## src/pkg/emb_pkg.sv

```systemverilog
// package: register map, fields, reset values and types for the memory bus
package emb_pkg;

  // ************************************************************
  // register offsets
  // ************************************************************
  localparam logic [3:0] OFS_PROM_IO    = 4'h0;
  localparam logic [3:0] OFS_SRAM_SDRAM = 4'h4;
  localparam logic [3:0] OFS_REFRESH    = 4'h8;
  localparam logic [3:0] OFS_EDAC_TEST  = 4'hC;

  // ************************************************************
  // first configuration register fields
  // ************************************************************
  localparam int B1_PROM_RDY  = 30;
  localparam int B1_ASYNC_RDY = 29;
  localparam int B1_IOW_HI    = 28;
  localparam int B1_IOW_LO    = 27;
  localparam int B1_IO_RDY    = 26;
  localparam int B1_BERR_EN   = 25;
  localparam int B1_IOWS_HI   = 23;
  localparam int B1_IOWS_LO   = 20;
  localparam int B1_IO_EN     = 19;
  localparam int B1_PBS_HI    = 17;
  localparam int B1_PBS_LO    = 14;
  localparam int B1_PROM_WRITE_EN      = 11;
  localparam int B1_PW_HI     = 9;
  localparam int B1_PW_LO     = 8;
  localparam int B1_PWWS_HI   = 7;
  localparam int B1_PWWS_LO   = 4;
  localparam int B1_PRWS_HI   = 3;
  localparam int B1_PRWS_LO   = 0;

  // ************************************************************
  // second configuration register fields
  // ************************************************************
  localparam int B2_REF_EN   = 31;
  localparam int B2_TRP      = 30;
  localparam int B2_TRFC_HI  = 29;
  localparam int B2_TRFC_LO  = 27;
  localparam int B2_CAS      = 26;
  localparam int B2_SBS_HI   = 25;
  localparam int B2_SBS_LO   = 23;
  localparam int B2_COL_HI   = 22;
  localparam int B2_COL_LO   = 21;
  localparam int B2_CMD_HI   = 20;
  localparam int B2_CMD_LO   = 19;
  localparam int B2_WIDE     = 18;
  localparam int B2_PAGE     = 17;
  localparam int B2_SD_EN    = 14;
  localparam int B2_SRAM_DIS = 13;
  localparam int B2_RBS_HI   = 12;
  localparam int B2_RBS_LO   = 9;
  localparam int B2_RAM_RDY  = 7;
  localparam int B2_RMW      = 6;
  localparam int B2_RW_HI    = 5;
  localparam int B2_RW_LO    = 4;
  localparam int B2_RWWS_HI  = 3;
  localparam int B2_RWWS_LO  = 2;
  localparam int B2_RRWS_HI  = 1;
  localparam int B2_RRWS_LO  = 0;

  // ************************************************************
  // reset values and encodings
  // ************************************************************
  localparam logic [3:0]  WS_MAX_CODE   = 4'hF;
  localparam logic [3:0]  PBS_RESET     = 4'h0;
  localparam logic [31:0] CFG1_RESET    = 32'h0000_00FF;
  localparam logic [31:0] CFG2_RESET    = 32'h0000_0000;
  localparam logic [31:0] CFG1_RW_MASK  = 32'h7EFB_CBFF;
  localparam logic [31:0] CFG2_RW_MASK  = 32'hFFFA_7EFF;
  localparam logic [1:0]  CMD_NONE      = 2'h0;
  localparam logic [1:0]  CMD_PRECHARGE = 2'h1;
  localparam logic [1:0]  CMD_REFRESH   = 2'h2;
  localparam logic [1:0]  CMD_LOAD_MODE = 2'h3;
  localparam logic [4:0]  PROM_WS_SHIFT = 5'h1;
  localparam logic [4:0]  LAST_BYTE     = 5'h3;

  // ************************************************************
  // types
  // ************************************************************
  typedef enum logic [1:0] {
    EMB_AREA_PROM = 2'h0,
    EMB_AREA_IO   = 2'h1,
    EMB_AREA_RAM  = 2'h2,
    EMB_AREA_RAM4 = 2'h3
  } emb_area_e;

  typedef enum logic [3:0] {
    EMB_IDLE  = 4'b0001,
    EMB_WAIT  = 4'b0010,
    EMB_READY = 4'b0100,
    EMB_DONE  = 4'b1000
  } emb_state_e;

  typedef struct packed {
    logic        valid;
    logic        write;
    emb_area_e   area;
    logic        byte_mode;
    logic [1:0]  byte_idx;
  } emb_req_s;

  typedef struct packed {
    logic        done;
    logic        error;
  } emb_rsp_s;

endpackage : emb_pkg

```

## src/rtl/emb_ctrl.sv

```systemverilog
// memory bus ready stretching, access errors and configuration registers
`timescale 1ns/1ps
module emb_ctrl #(
  parameter logic WIDE_SDRAM = 1'b0        // 64-bit sdram bus built in
) (
  input  wire logic              clk_sys,      // system clock
  input  wire logic              srst,         // synchronous reset
  input  wire logic              reg_sel,      // register access strobe
  input  wire logic              reg_write,    // 1 write, 0 read
  input  wire logic [3:0]        reg_addr,     // byte offset
  input  wire logic [31:0]       reg_wdata,    // write data
  output logic [31:0]            reg_rdata,    // read data
  input  wire logic [1:0]        strap_width,  // prom width strap
  input  wire emb_pkg::emb_req_s req,          // access start request
  output emb_pkg::emb_rsp_s      rsp,          // access end and error
  input  wire logic              ready_n,      // external bus ready, low
  input  wire logic              berr_n,       // external access error, low
  output logic                   acc_busy,     // access in progress
  input  wire logic              cmd_done,     // sdram command executed
  output logic [1:0]             sdram_cmd,    // pending sdram command
  output logic                   ram4_en,      // fifth sram bank usable
  output logic                   sram_en,      // sram banks usable
  output logic [31:0]            cfg1,         // first config register
  output logic [31:0]            cfg2          // second config register
);

  // ************************************************************
  // register file
  // ************************************************************
  logic [31:0] cfg1_q;
  logic [31:0] cfg2_q;
  logic        strap_load_q;
  logic        wr1;
  logic        wr2;

  assign wr1 = reg_sel && reg_write && reg_addr == emb_pkg::OFS_PROM_IO;
  assign wr2 = reg_sel && reg_write && reg_addr == emb_pkg::OFS_SRAM_SDRAM;

  // straps caught by a clocked process after reset release
  always_ff @(posedge clk_sys) begin
    strap_load_q <= srst;
  end

  always_ff @(posedge clk_sys) begin
    if (srst) begin
      cfg1_q <= emb_pkg::CFG1_RESET;
      cfg1_q[emb_pkg::B1_PBS_HI:emb_pkg::B1_PBS_LO] <=
        emb_pkg::PBS_RESET;
    end else if (wr1) begin
      cfg1_q <= reg_wdata & emb_pkg::CFG1_RW_MASK;
    end else if (strap_load_q) begin
      cfg1_q[emb_pkg::B1_PW_HI:emb_pkg::B1_PW_LO] <= strap_width;
    end
  end

  always_ff @(posedge clk_sys) begin
    if (srst) begin
      cfg2_q <= emb_pkg::CFG2_RESET;
    end else if (wr2) begin
      cfg2_q <= reg_wdata & emb_pkg::CFG2_RW_MASK;
    end else if (cmd_done) begin
      cfg2_q[emb_pkg::B2_CMD_HI:emb_pkg::B2_CMD_LO] <=
        emb_pkg::CMD_NONE;
    end
  end

  always_comb begin
    cfg1 = cfg1_q;
    cfg2 = cfg2_q;
    cfg2[emb_pkg::B2_WIDE] = WIDE_SDRAM;
  end

  always_ff @(posedge clk_sys) begin
    if (srst) begin
      reg_rdata <= '0;
    end else if (reg_sel && !reg_write) begin
      unique case (reg_addr)
        emb_pkg::OFS_PROM_IO:    reg_rdata <= cfg1;
        emb_pkg::OFS_SRAM_SDRAM: reg_rdata <= cfg2;
        default:                 reg_rdata <= '0;
      endcase
    end
  end

  assign sdram_cmd = cfg2_q[emb_pkg::B2_CMD_HI:emb_pkg::B2_CMD_LO];
  assign ram4_en = !cfg2_q[emb_pkg::B2_SD_EN];
  assign sram_en = !(cfg2_q[emb_pkg::B2_SD_EN] &&
                     cfg2_q[emb_pkg::B2_SRAM_DIS]);

  // ************************************************************
  // input sampling
  // ************************************************************
  logic rdy_meta_q;
  logic rdy_sync_q;
  logic rdy_now_q;
  logic rdy_seen;

  always_ff @(posedge clk_sys) begin
    if (srst) begin
      rdy_meta_q <= 1'b0;
      rdy_sync_q <= 1'b0;
      rdy_now_q  <= 1'b0;
    end else begin
      rdy_meta_q <= !ready_n;
      rdy_sync_q <= rdy_meta_q;
      rdy_now_q  <= !ready_n;
    end
  end

  assign rdy_seen = cfg1_q[emb_pkg::B1_ASYNC_RDY] ? rdy_sync_q
                                                  : rdy_now_q;

  // ************************************************************
  // waitstate selection
  // ************************************************************
  function automatic logic [4:0] prom_ws(input logic [3:0] code);
    prom_ws = {1'b0, code} << emb_pkg::PROM_WS_SHIFT;
  endfunction : prom_ws

  logic [4:0] ws_sel;
  logic       rdy_en_sel;

  always_comb begin
    ws_sel = '0;
    rdy_en_sel = 1'b0;
    unique case (req.area)
      emb_pkg::EMB_AREA_PROM: begin
        ws_sel = req.write ?
          prom_ws(cfg1_q[emb_pkg::B1_PWWS_HI:emb_pkg::B1_PWWS_LO]) :
          prom_ws(cfg1_q[emb_pkg::B1_PRWS_HI:emb_pkg::B1_PRWS_LO]);
        rdy_en_sel = cfg1_q[emb_pkg::B1_PROM_RDY];
      end
      emb_pkg::EMB_AREA_IO: begin
        ws_sel = {1'b0, cfg1_q[emb_pkg::B1_IOWS_HI:emb_pkg::B1_IOWS_LO]};
        rdy_en_sel = cfg1_q[emb_pkg::B1_IO_RDY];
      end
      emb_pkg::EMB_AREA_RAM: begin
        ws_sel = req.write ?
          {3'h0, cfg2_q[emb_pkg::B2_RWWS_HI:emb_pkg::B2_RWWS_LO]} :
          {3'h0, cfg2_q[emb_pkg::B2_RRWS_HI:emb_pkg::B2_RRWS_LO]};
        rdy_en_sel = 1'b0;
      end
      emb_pkg::EMB_AREA_RAM4: begin
        ws_sel = req.write ?
          {3'h0, cfg2_q[emb_pkg::B2_RWWS_HI:emb_pkg::B2_RWWS_LO]} :
          {3'h0, cfg2_q[emb_pkg::B2_RRWS_HI:emb_pkg::B2_RRWS_LO]};
        rdy_en_sel = cfg2_q[emb_pkg::B2_RAM_RDY];
      end
    endcase
  end

  // ************************************************************
  // access sequencer
  // ************************************************************
  emb_pkg::emb_state_e state_q;
  logic [4:0]          ws_cnt_q;
  logic                rdy_en_q;
  logic                last_q;
  logic                err_q;
  logic                done_q;

  always_ff @(posedge clk_sys) begin
    if (srst) begin
      state_q  <= emb_pkg::EMB_IDLE;
      ws_cnt_q <= '0;
      rdy_en_q <= 1'b0;
      last_q   <= 1'b0;
    end else begin
      unique case (state_q)
        emb_pkg::EMB_IDLE: begin
          if (req.valid) begin
            ws_cnt_q <= ws_sel;
            rdy_en_q <= rdy_en_sel;
            last_q   <= !req.byte_mode ||
                        {3'h0, req.byte_idx} == emb_pkg::LAST_BYTE;
            state_q  <= emb_pkg::EMB_WAIT;
          end
        end
        emb_pkg::EMB_WAIT: begin
          if (ws_cnt_q != '0) begin
            ws_cnt_q <= ws_cnt_q - 5'h1;
          end else if (rdy_en_q) begin
            state_q <= emb_pkg::EMB_READY;
          end else begin
            state_q <= emb_pkg::EMB_DONE;
          end
        end
        emb_pkg::EMB_READY: begin
          if (rdy_seen) begin
            state_q <= emb_pkg::EMB_DONE;
          end
        end
        emb_pkg::EMB_DONE: begin
          state_q <= emb_pkg::EMB_IDLE;
        end
      endcase
    end
  end

  // error sampled on the final edge of the access, last byte only
  always_ff @(posedge clk_sys) begin
    if (srst) begin
      err_q  <= 1'b0;
      done_q <= 1'b0;
    end else begin
      done_q <= state_q == emb_pkg::EMB_DONE;
      err_q  <= state_q == emb_pkg::EMB_DONE && last_q && !berr_n &&
                cfg1_q[emb_pkg::B1_BERR_EN];
    end
  end

  assign rsp.done  = done_q;
  assign rsp.error = err_q;
  assign acc_busy  = state_q != emb_pkg::EMB_IDLE;

endmodule : emb_ctrl

```

## config.mk

```make
export PLATFORM = sky130hd
export DESIGN_NAME = emb_ctrl
export DESIGN_NICKNAME = d
export VERILOG_FILES = /design/src/pkg/emb_pkg.sv /design/src/rtl/emb_ctrl.sv
export SDC_FILE = /design/constraint.sdc
export NUM_CORES = 1
export LEC_CHECK = 0
export BUFFER_PORTS_ARGS = -buffer_cell sky130_fd_sc_hd__buf_2
export CORE_MARGIN = 8
export CORE_UTILIZATION = 30
export CTS_CLUSTER_SIZE = 40
export DETAILED_ROUTE_END_ITERATION = 8
export PLACE_DENSITY = 0.52
export SLEW_MARGIN = 20
export SYNTH_ARGS = -nofsm -noshare
export SYNTH_HDL_FRONTEND = slang
export SYNTH_SLANG_ARGS = --single-unit
```

## constraint.sdc

```tcl
create_clock -name clk_sys -period 4.3 [get_ports clk_sys]
set_clock_uncertainty 0.15 [all_clocks]
set_input_delay 0.43 -clock clk_sys [delete_from_list [all_inputs] [get_ports clk_sys]]
set_output_delay 0.43 -clock clk_sys [all_outputs]
set_load 0.02 [all_outputs]
```

# --- Word-level counts from Yosys, hierarchy flattened ---
# Index checks and enable logic that the tools add are counted.
totals:
  register_bits: 102
  input_bits: 52
  out_inout_bits: 103
  wordCells: 72
op_classes:
  n_addsub: 1
  n_eq_ne: 14
  muxes: 18
  reduce_logical: 25
ops:
  columns: ["op", "count"]
  rows:
  - ["$pmux 32 s2", 1]
  - ["$mux 4", 4]
  - ["$pmux 4 s4", 1]
  - ["$mux 5", 3]
  - ["$pmux 5 s3", 1]
  - ["$mux 2", 5]
  - ["$pmux 5 s2", 1]
  - ["$eq 4x3->1 const B", 2]
  - ["$logic_and 1x1->1", 8]
  - ["$ne 2x2->1 const B", 4]
  - ["$eq 2x2->1 const B", 3]
  - ["$logic_not 1->1", 6]
  - ["$reduce_and 3->1", 2]
  - ["$reduce_bool 2->1", 3]
  - ["$reduce_bool 5->1", 1]
  - ["$sub 5x1->5 const B", 1]
  - ["$eq 4x1->1 const B", 1]
  - ["$eq 4x2->1 const B", 1]
  - ["$eq 4x4->1 const B", 1]
  - ["$logic_not 4->1", 1]
  - ["$ne 4x1->1 const B", 1]
  - ["$pmux 1 s4", 1]
  - ["$eq 2x1->1 const B", 1]
  - ["$logic_not 2->1", 1]
  - ["4 further kinds", 4]

# --- Longest topological paths before layout ---
# Gate-level depths: netlist of run 1.
depth:
  ltp_word: 5
  depth_mapped: 6
  depth_no_buf: 6

# --- Worst setup path before layout of run 1 ---
# No wires, ideal clock.
synth_path:
  path_type: "input port to flip-flop"
  from: "in reg_addr[1]"
  to: "reg cfg1_q[20], in the netlist cfg1[20]"
  setup_ns: 0.132
  arrival_time_ns: 1.438
  required_time_ns: 4.018
  path_slack_ns: 2.580
  stages: 5
  n_path_buf: 1
  path_cell_list: "nor4_4 > nand3_2 > clkbuf_1 > nand2_1 > a21oi_1"
synth_between:
  elab_chain_len: 2
synth_lines:
  columns: ["element", "line", "rtl"]
  rows:
  - ["from (decl)", "emb_ctrl.sv:10", "input wire logic [3:0] reg_addr,"]
  - ["$logic_not 4->1", "emb_ctrl.sv:36", "assign wr1 = reg_sel && reg_write && reg_addr == emb_pkg::OFS_PROM_IO;"]
  - ["$logic_and 1x1->1", "emb_ctrl.sv:36", null]
  - ["to (signal assigned)", "emb_ctrl.sv:46", "cfg1_q <= emb_pkg::CFG1_RESET;"]
  - ["to (signal, indexed assignment)", "emb_ctrl.sv:47", "cfg1_q[emb_pkg::B1_PBS_HI:emb_pkg::B1_PBS_LO] <="]
  - ["to (signal assigned)", "emb_ctrl.sv:50", "cfg1_q <= reg_wdata & emb_pkg::CFG1_RW_MASK;"]
  - ["to (decl)", "emb_ctrl.sv:30", "logic [31:0] cfg1_q;"]
# Every way passes these cells.
# A chain may end at the register's enable or synchronous reset.

# --- Worst setup path in the final report of run 1 ---
layout_path:
  from: "in reg_addr[1]"
  to: "reg cfg1_q[15], in the netlist cfg1[15]"
# The elaborated chain is that of the path after synthesis.

==> impl_metrics.csv, run 1 <==
group,metric,value,unit
status,status,"finished, final reports clean",
die,start_util,30.6,%
cells_and_area,fillers,1439,
logic_synthesis,ys_types,46,
sta,fmax,379,MHz
detailed_routing,drc_errors,0,
die,die_h,135,um
detailed_routing,routed_wl,13900,um
die,core,13800,um^2
clocking,clock-sinks,101,
sta,finalHoldViolCount,0,
logic_synthesis,synth_edf_count,0,
worst_setup_path,worstSetupEndpointType,"register",
logic_synthesis,ys.flop_type,"dfxtp_1",
detailed_routing,wl_per_cell,17.3,um
detailed_routing,ant_nets,0,
die,io_pins,155,
job,drv_cap,0,
clocking,cts_resized,0,
die,die_area,18200,um^2
worst_setup_path,r2r-start,"state_q[0]",
sta,relSlewSlack,25.5,%
placement,pre_cts_ws,1280,ps
cells_and_area,stdcell_area,5310,um^2
placement,numPortBuffers,142,
min_path,min_to,"rdy_now_q",
worst_setup_path,critical-path-top-delay-family,"simple AND/OR/NAND/NOR gates",
logic_synthesis,syn_inst,503,
worst_setup_path,critPathLaunchType,"primary input",
global_route,grt_pass1_wl,21400,um
placement,dpl.hpwl,9410,um
detailed_routing,num_vias,3968,
worst_setup_path,worst_ep_arrival_time,2760,ps
cells_and_area,drive_gt1_share,28.0,%
worst_setup_path,crit_chain,"buf_2 > nor4_4 > and3_1 > nand2_1 > a21oi_1",
sta,setup_viol,0,
global_route,grt_start_max_net_pins,102,
clocking,cts.clk_slew.worst_paths,70,ps
min_path,min_path_type,"primary input to register",
logic_synthesis,ys_seq_area_share,47.8,%
sta,tns,0,ps
clocking,cts_buffers,9,
sta,slew_violations,0,
logic_synthesis,synth.avg_cell_area,8.42,um^2
power,p_leak,0.00226,uW
logic_synthesis,ys_warn_count,0,
worst_setup_path,worst_path_largest_cell_delay,1020,ps
sta,period_minus_slack,2640,ps
global_route,overflow,0,
placement,place_area,4990,um^2
placement,gp_congestion,0.751,
detailed_routing,first_iter_violations,190,
detailed_routing,drt_pass1_iterations,5,
worst_setup_path,r2r-end,"ws_cnt_q[1]",
sta,rsz0062_at_grt,"false",
clocking,htreeDepth,3,
power,power,2110,uW
worst_setup_path,path_max_fanout,24,
sta,finalCritPeriodShare,61.3,%
global_route,grt_usage,14.9,%
sta,tightest_slew,1120,ps
worst_setup_path,reg2regPathDepth,4,
cells_and_area,nNetsFinal,672,
logic_synthesis,netlist_area,4230,um^2
clocking,cts_root_buffer,"clkbuf_16",
clocking,cts_setup_buffers,0,
logic_synthesis,ys_seq_elements,101,
power,p_per_area,398,nW/um^2
cells_and_area,syn_to_final_growth,25.4,%
worst_setup_path,critPathSlowestCell,"and3_1",
die,num_rows,43,
die,die_w,135,um
clocking,clk_latency,350,ps
worst_setup_path,r2r_setup_slack,2370,ps
clocking,cts_tree,"done",
clocking,cts_buffer_depth,2,
min_path,holdPathStages,2,
global_route,antenna_found_initial,0,
sta,fin_hold_ws,76.9,ps
worst_setup_path,cp_data_required_time,4420,ps
detailed_routing,vias_per_cell,4.93,
worst_setup_path,criticalPathCategory,"primary input to register",
sta,finalWorstSetupSlack,1660,ps
min_path,min_from,"ready_n",
global_route,grt_pass1_vias,3939,
logic_synthesis,async_flop_share,0,%
power,peakVddDrop,176,uV
worst_setup_path,cp_num_buf_inv,1,
clocking,cts_hold_buf,0,
[metrics by stage]
| step | util [%] | cells |
|---|---|---|
| 4_1_cts | 38.4 | 804 |
| 2_1_floorplan | - | 513 |
| 3_3_place_gp | 36.1 | 788 |
| 3_5_place_dp | 36.1 | 788 |
| 5_1_grt | 38.4 | 804 |
| 6_report | 38.4 | 805 |
[cell usage in the layout, fill, tap and decap left out, drive strengths merged, types with 2 or more instances in the layout]
master,instances
nor4,2
a221oi,24
a22oi,2
clkbuf,13
and3,2
nand2,116
a211o,2
and2,2
nor2b,6
bufinv,2
a21oi,54
nand3b,10
a211oi,4
inv,5
dfxtp,101
nand2b,5
nor2,36
conb,11
nor4b,4
mux2i,9
o21ai,6
nand3,11
buf,147
mux2,3
nor3,29
[how the worst max path moves through the flow]
stage                startpoint  endpoint  slack [ps]  cells past startpoint
detailed placement  reg_addr[1]  cfg1[17]        1280                      5
global route        reg_addr[1]  cfg1[15]        1490                      5
global placement    reg_addr[1]  cfg1[27]        1350                      5
CTS                 reg_addr[1]  cfg1[27]        1640                      5
floorplan           reg_addr[1]  cfg1[20]        2580                      5
finish              reg_addr[1]  cfg1[15]        1660                      5
[flip-flops by register name, indices dropped and copies added, names as in the netlist]
| signal | flops |
|---|---|
| cfg1 | 26 |
| cfg2_q | 28 |
| done_q | 1 |
| err_q | 1 |
| last_q | 1 |
| rdy_en_q | 1 |
| rdy_now_q | 1 |
| rdy_sync_q | 1 |
| reg_rdata | 31 |
| state_q | 4 |
| strap_load_q | 1 |
| ws_cnt_q | 5 |
[synthesized netlist by cell type (2+ instances only)]
master / n / share of area [%]
nand2_1: 116 / 10
dfxtp_1: 101 / 48
a21oi_1: 54 / 6.4
nor2_1: 36 / 3.2
nor3_1: 29 / 3.4
a221oi_1: 24 / 5.0
clkbuf_1: 22 / 2.0
buf_4: 17 / 3.0
buf_2: 12 / 1.4
nand3_1: 10 / 1.2
nand3b_1: 10 / 1.8
mux2i_1: 9 / 2.1
nor2b_1: 6 / 0.89
o21ai_0: 6 / 0.71
inv_1: 5 / 0.44
nand2b_1: 5 / 0.74
nor4b_2: 4 / 1.4
a211oi_2: 3 / 0.89
mux2_2: 3 / 0.80
a211o_1: 2 / 0.41
a22oi_1: 2 / 0.35
and2_1: 2 / 0.30
and3_1: 2 / 0.30
[worst reg2reg max path: stages, from the launching register on]
cell and delay (ps):
dfxtp_1 450, nor4b_2 500, and2_1 410, a22o_1 200
a211oi_2 60
[power by group]
part	internal [uW]	switching, uW	total (uW)
registers	964	23.8	987
logic	86.7	145	232
clock network	529	364	893
total	1580	533	2110
[final cells by class]
class / instances / area (um^2) / area share, %
flip-flops and latches: 101 / 2020 / 38.1
multi-input cells: 355 / 1970 / 37.1
repair buffers: 147 / 751 / 14.1
clock buffers: 13 / 250 / 4.71
well taps: 180 / 225 / 4.24
clock inverters: 3 / 68.8 / 1.30
inverters: 5 / 18.8 / 0.353
diodes: 1 / 2.50 / 0.0471
[logic make-up after synthesis]
| family | share of synthesized area [%] |
|---|---|
| and+or+nand+nor | 25.6 |
| AOI/OAI and AO/OA | 16.5 |
| DFF | 47.8 |
| buffers and inverters | 6.91 |
| muxes | 2.93 |
| adders and majority gates | 0.295 |
| other | 0.0886 |
[metal layers]
metal | vias to the layer above | track usage [%] | routed length [um]
met4 | 0 | 5.30 | 193
met1 | 1869 | 18.5 | 6080
li1 | 1943 | - | -
met2 | 142 | 23.1 | 6330
met3 | 14 | 5.65 | 1300
met5 | - | 0 | 0
Power figures use the tool's default switching activity.
==> run 2: changes to the inputs <==
PLACE_DENSITY = 0.54   (was 0.52)
clock period = 2.2 ns   (was 4.3 ns; I/O delays follow)
==> impl_metrics.csv, run 2 (synthesis gave the netlist of run 1 again) <==
group,metric,value,unit
placement,place_area,5120,um^2
global_route,grtUsageMet1,19.0,%
clocking,clk_latency,350,ps
detailed_routing,routed_wl,14300,um
detailed_routing,num_vias,4184,
global_route,grt_usage,15.7,%
detailed_routing,drc_errors,0,
die,die_w,135,um
sta,tightest_slew,621,ps
worst_setup_path,crit_chain,"nor4b_2 > and2_1 > o21ai_0 > o211a_1",
worst_setup_path,critPathLaunchType,"register",
cells_and_area,largest_register,"reg_rdata",
detailed_routing,wl_per_cell,16.9,um
die,die_area,18200,um^2
power,p_per_area,693,nW/um^2
min_path,min_path_type,"primary input to register",
die,io_pins,155,
clocking,clock-sinks,101,
sta,finalHoldViolCount,0,
status,status,"finished, final reports clean",
power,p_leak,0.00245,uW
clocking,cts.clk_slew.worst_paths,70,ps
cells_and_area,stdcell_area,5730,um^2
clocking,htreeDepth,3,
worst_setup_path,reg2regPathDepth,4,
cells_and_area,syn_to_final_growth,35.3,%
cells_and_area,largest_reg_flops,31,
global_route,grt_start_max_net_pins,57,
cells_and_area,nNetsFinal,717,
placement,pre_cts_ws,256,ps
global_route,antenna_found_initial,0,
worst_setup_path,cp_data_required_time,2290,ps
sta,rsz0062_at_grt,"false",
detailed_routing,vias_per_cell,4.93,
placement,gp_congestion,0.756,
sta,slew_violations,0,
clocking,cts_root_buffer,"clkbuf_16",
die,core,13800,um^2
cells_and_area,final_cell_mix,"buf_2 (141), nand2_1 (116), dfxtp_1 (101)",
global_route,busiest_layer,"met2",
global_route,grtUsageMet3,5.05,%
detailed_routing,ant_nets,0,
global_route,met2_usage,25.9,%
clocking,cts_buffers,9,
placement,numPortBuffers,142,
worst_setup_path,path_max_fanout,8,
power,peakVddDrop,399,uV
die,num_rows,43,
sta,fmax,517,MHz
worst_setup_path,critPathSlowestCell,"nor4b_2",
sta,relSlewSlack,58.6,%
sta,finalWorstSetupSlack,265,ps
sta,period_minus_slack,1930,ps
cells_and_area,diodes,0,
job,drv_cap,0,
worst_setup_path,criticalPathCategory,"register to register",
clocking,cts_tree,"done",
detailed_routing,first_iter_violations,215,
die,die_h,135,um
worst_setup_path,worstSetupEndpointType,"register",
die,start_util,30.6,%
cells_and_area,drive_gt1_share,28.1,%
global_route,grt_pass1_vias,4327,
sta,setup_viol,0,
clocking,cts_buffer_depth,2,
cells_and_area,final_common_cell,"buf_2",
detailed_routing,drt_pass1_iterations,5,
sta,finalCritPeriodShare,87.9,%
worst_setup_path,worst_ep_arrival_time,2030,ps
global_route,overflow,0,
sta,tns,0,ps
clocking,cts_resized,0,
min_path,holdPathStages,2,
global_route,grt_pass1_wl,22800,um
placement,dpl.hpwl,10100,um
worst_setup_path,worst_path_largest_cell_delay,500,ps
[run 2: area by class of cell]
cell class / instances / area, um^2
flip-flops and latches: 101 / 2020
well taps: 180 / 225
clock inverters: 3 / 20.0
fillers: 1394 / 8100
inverters: 5 / 18.8
repair buffers: 192 / 1210
multi-input cells: 355 / 1970
clock buffers: 13 / 260
[run 2: per-stage QoR]
step | utilization [%] | hold slack [ps] | cells | power (uW)
2_1_floorplan | - | 97.7 | 513 | 2280
3_3_place_gp | 37.0 | 234 | 800 | 2430
3_5_place_dp | 37.0 | 235 | 800 | 2450
4_1_cts | 41.4 | 0.0558 | 849 | 4010
5_1_grt | 41.4 | 8.40 | 849 | 4150
6_report | 41.4 | 7.56 | 849 | 3970
[run 2: routing by layer]
layer | vias to the layer above | wire length [um] | share of wire, %
met5 | - | 0 | 0
met4 | 0 | 135 | 0.94
met3 | 9 | 998 | 7.0
met2 | 126 | 6940 | 49
met1 | 2007 | 6230 | 44
li1 | 2042 | - | -
[run 2: what timing repair did]
| item | 4_1_cts | 5_1_grt |
|---|---|---|
| endpoints found under the hold margin | 54 | 0 |
| hold buffers | 33 | 0 |
| buffers inserted | 0 | 0 |
[run 2: critical path, delay by kind of cell, from the launching register on]
family / cells / cell delay, ps
simple gates: 2 / 900
flops: 1 / 460
compound gates: 2 / 310
[run 2: power breakdown]
| group | total (uW) | switching (uW) | internal [uW] |
|---|---|---|---|
| registers | 1930 | 48.6 | 1880 |
| clock network | 1520 | 692 | 829 |
| logic | 515 | 295 | 220 |
[run 2: path summary, 6_finish.rpt]
| check | to | from | slack (ps) |
|---|---|---|---|
| min | err_q | berr_n | 8 |
| max | ws_cnt_q[2] | state_q[0] | 270 |
| max reg2reg | ws_cnt_q[2] | state_q[0] | 270 |
| min reg2reg | reg_rdata[31] | reg_rdata[31] | 310 |
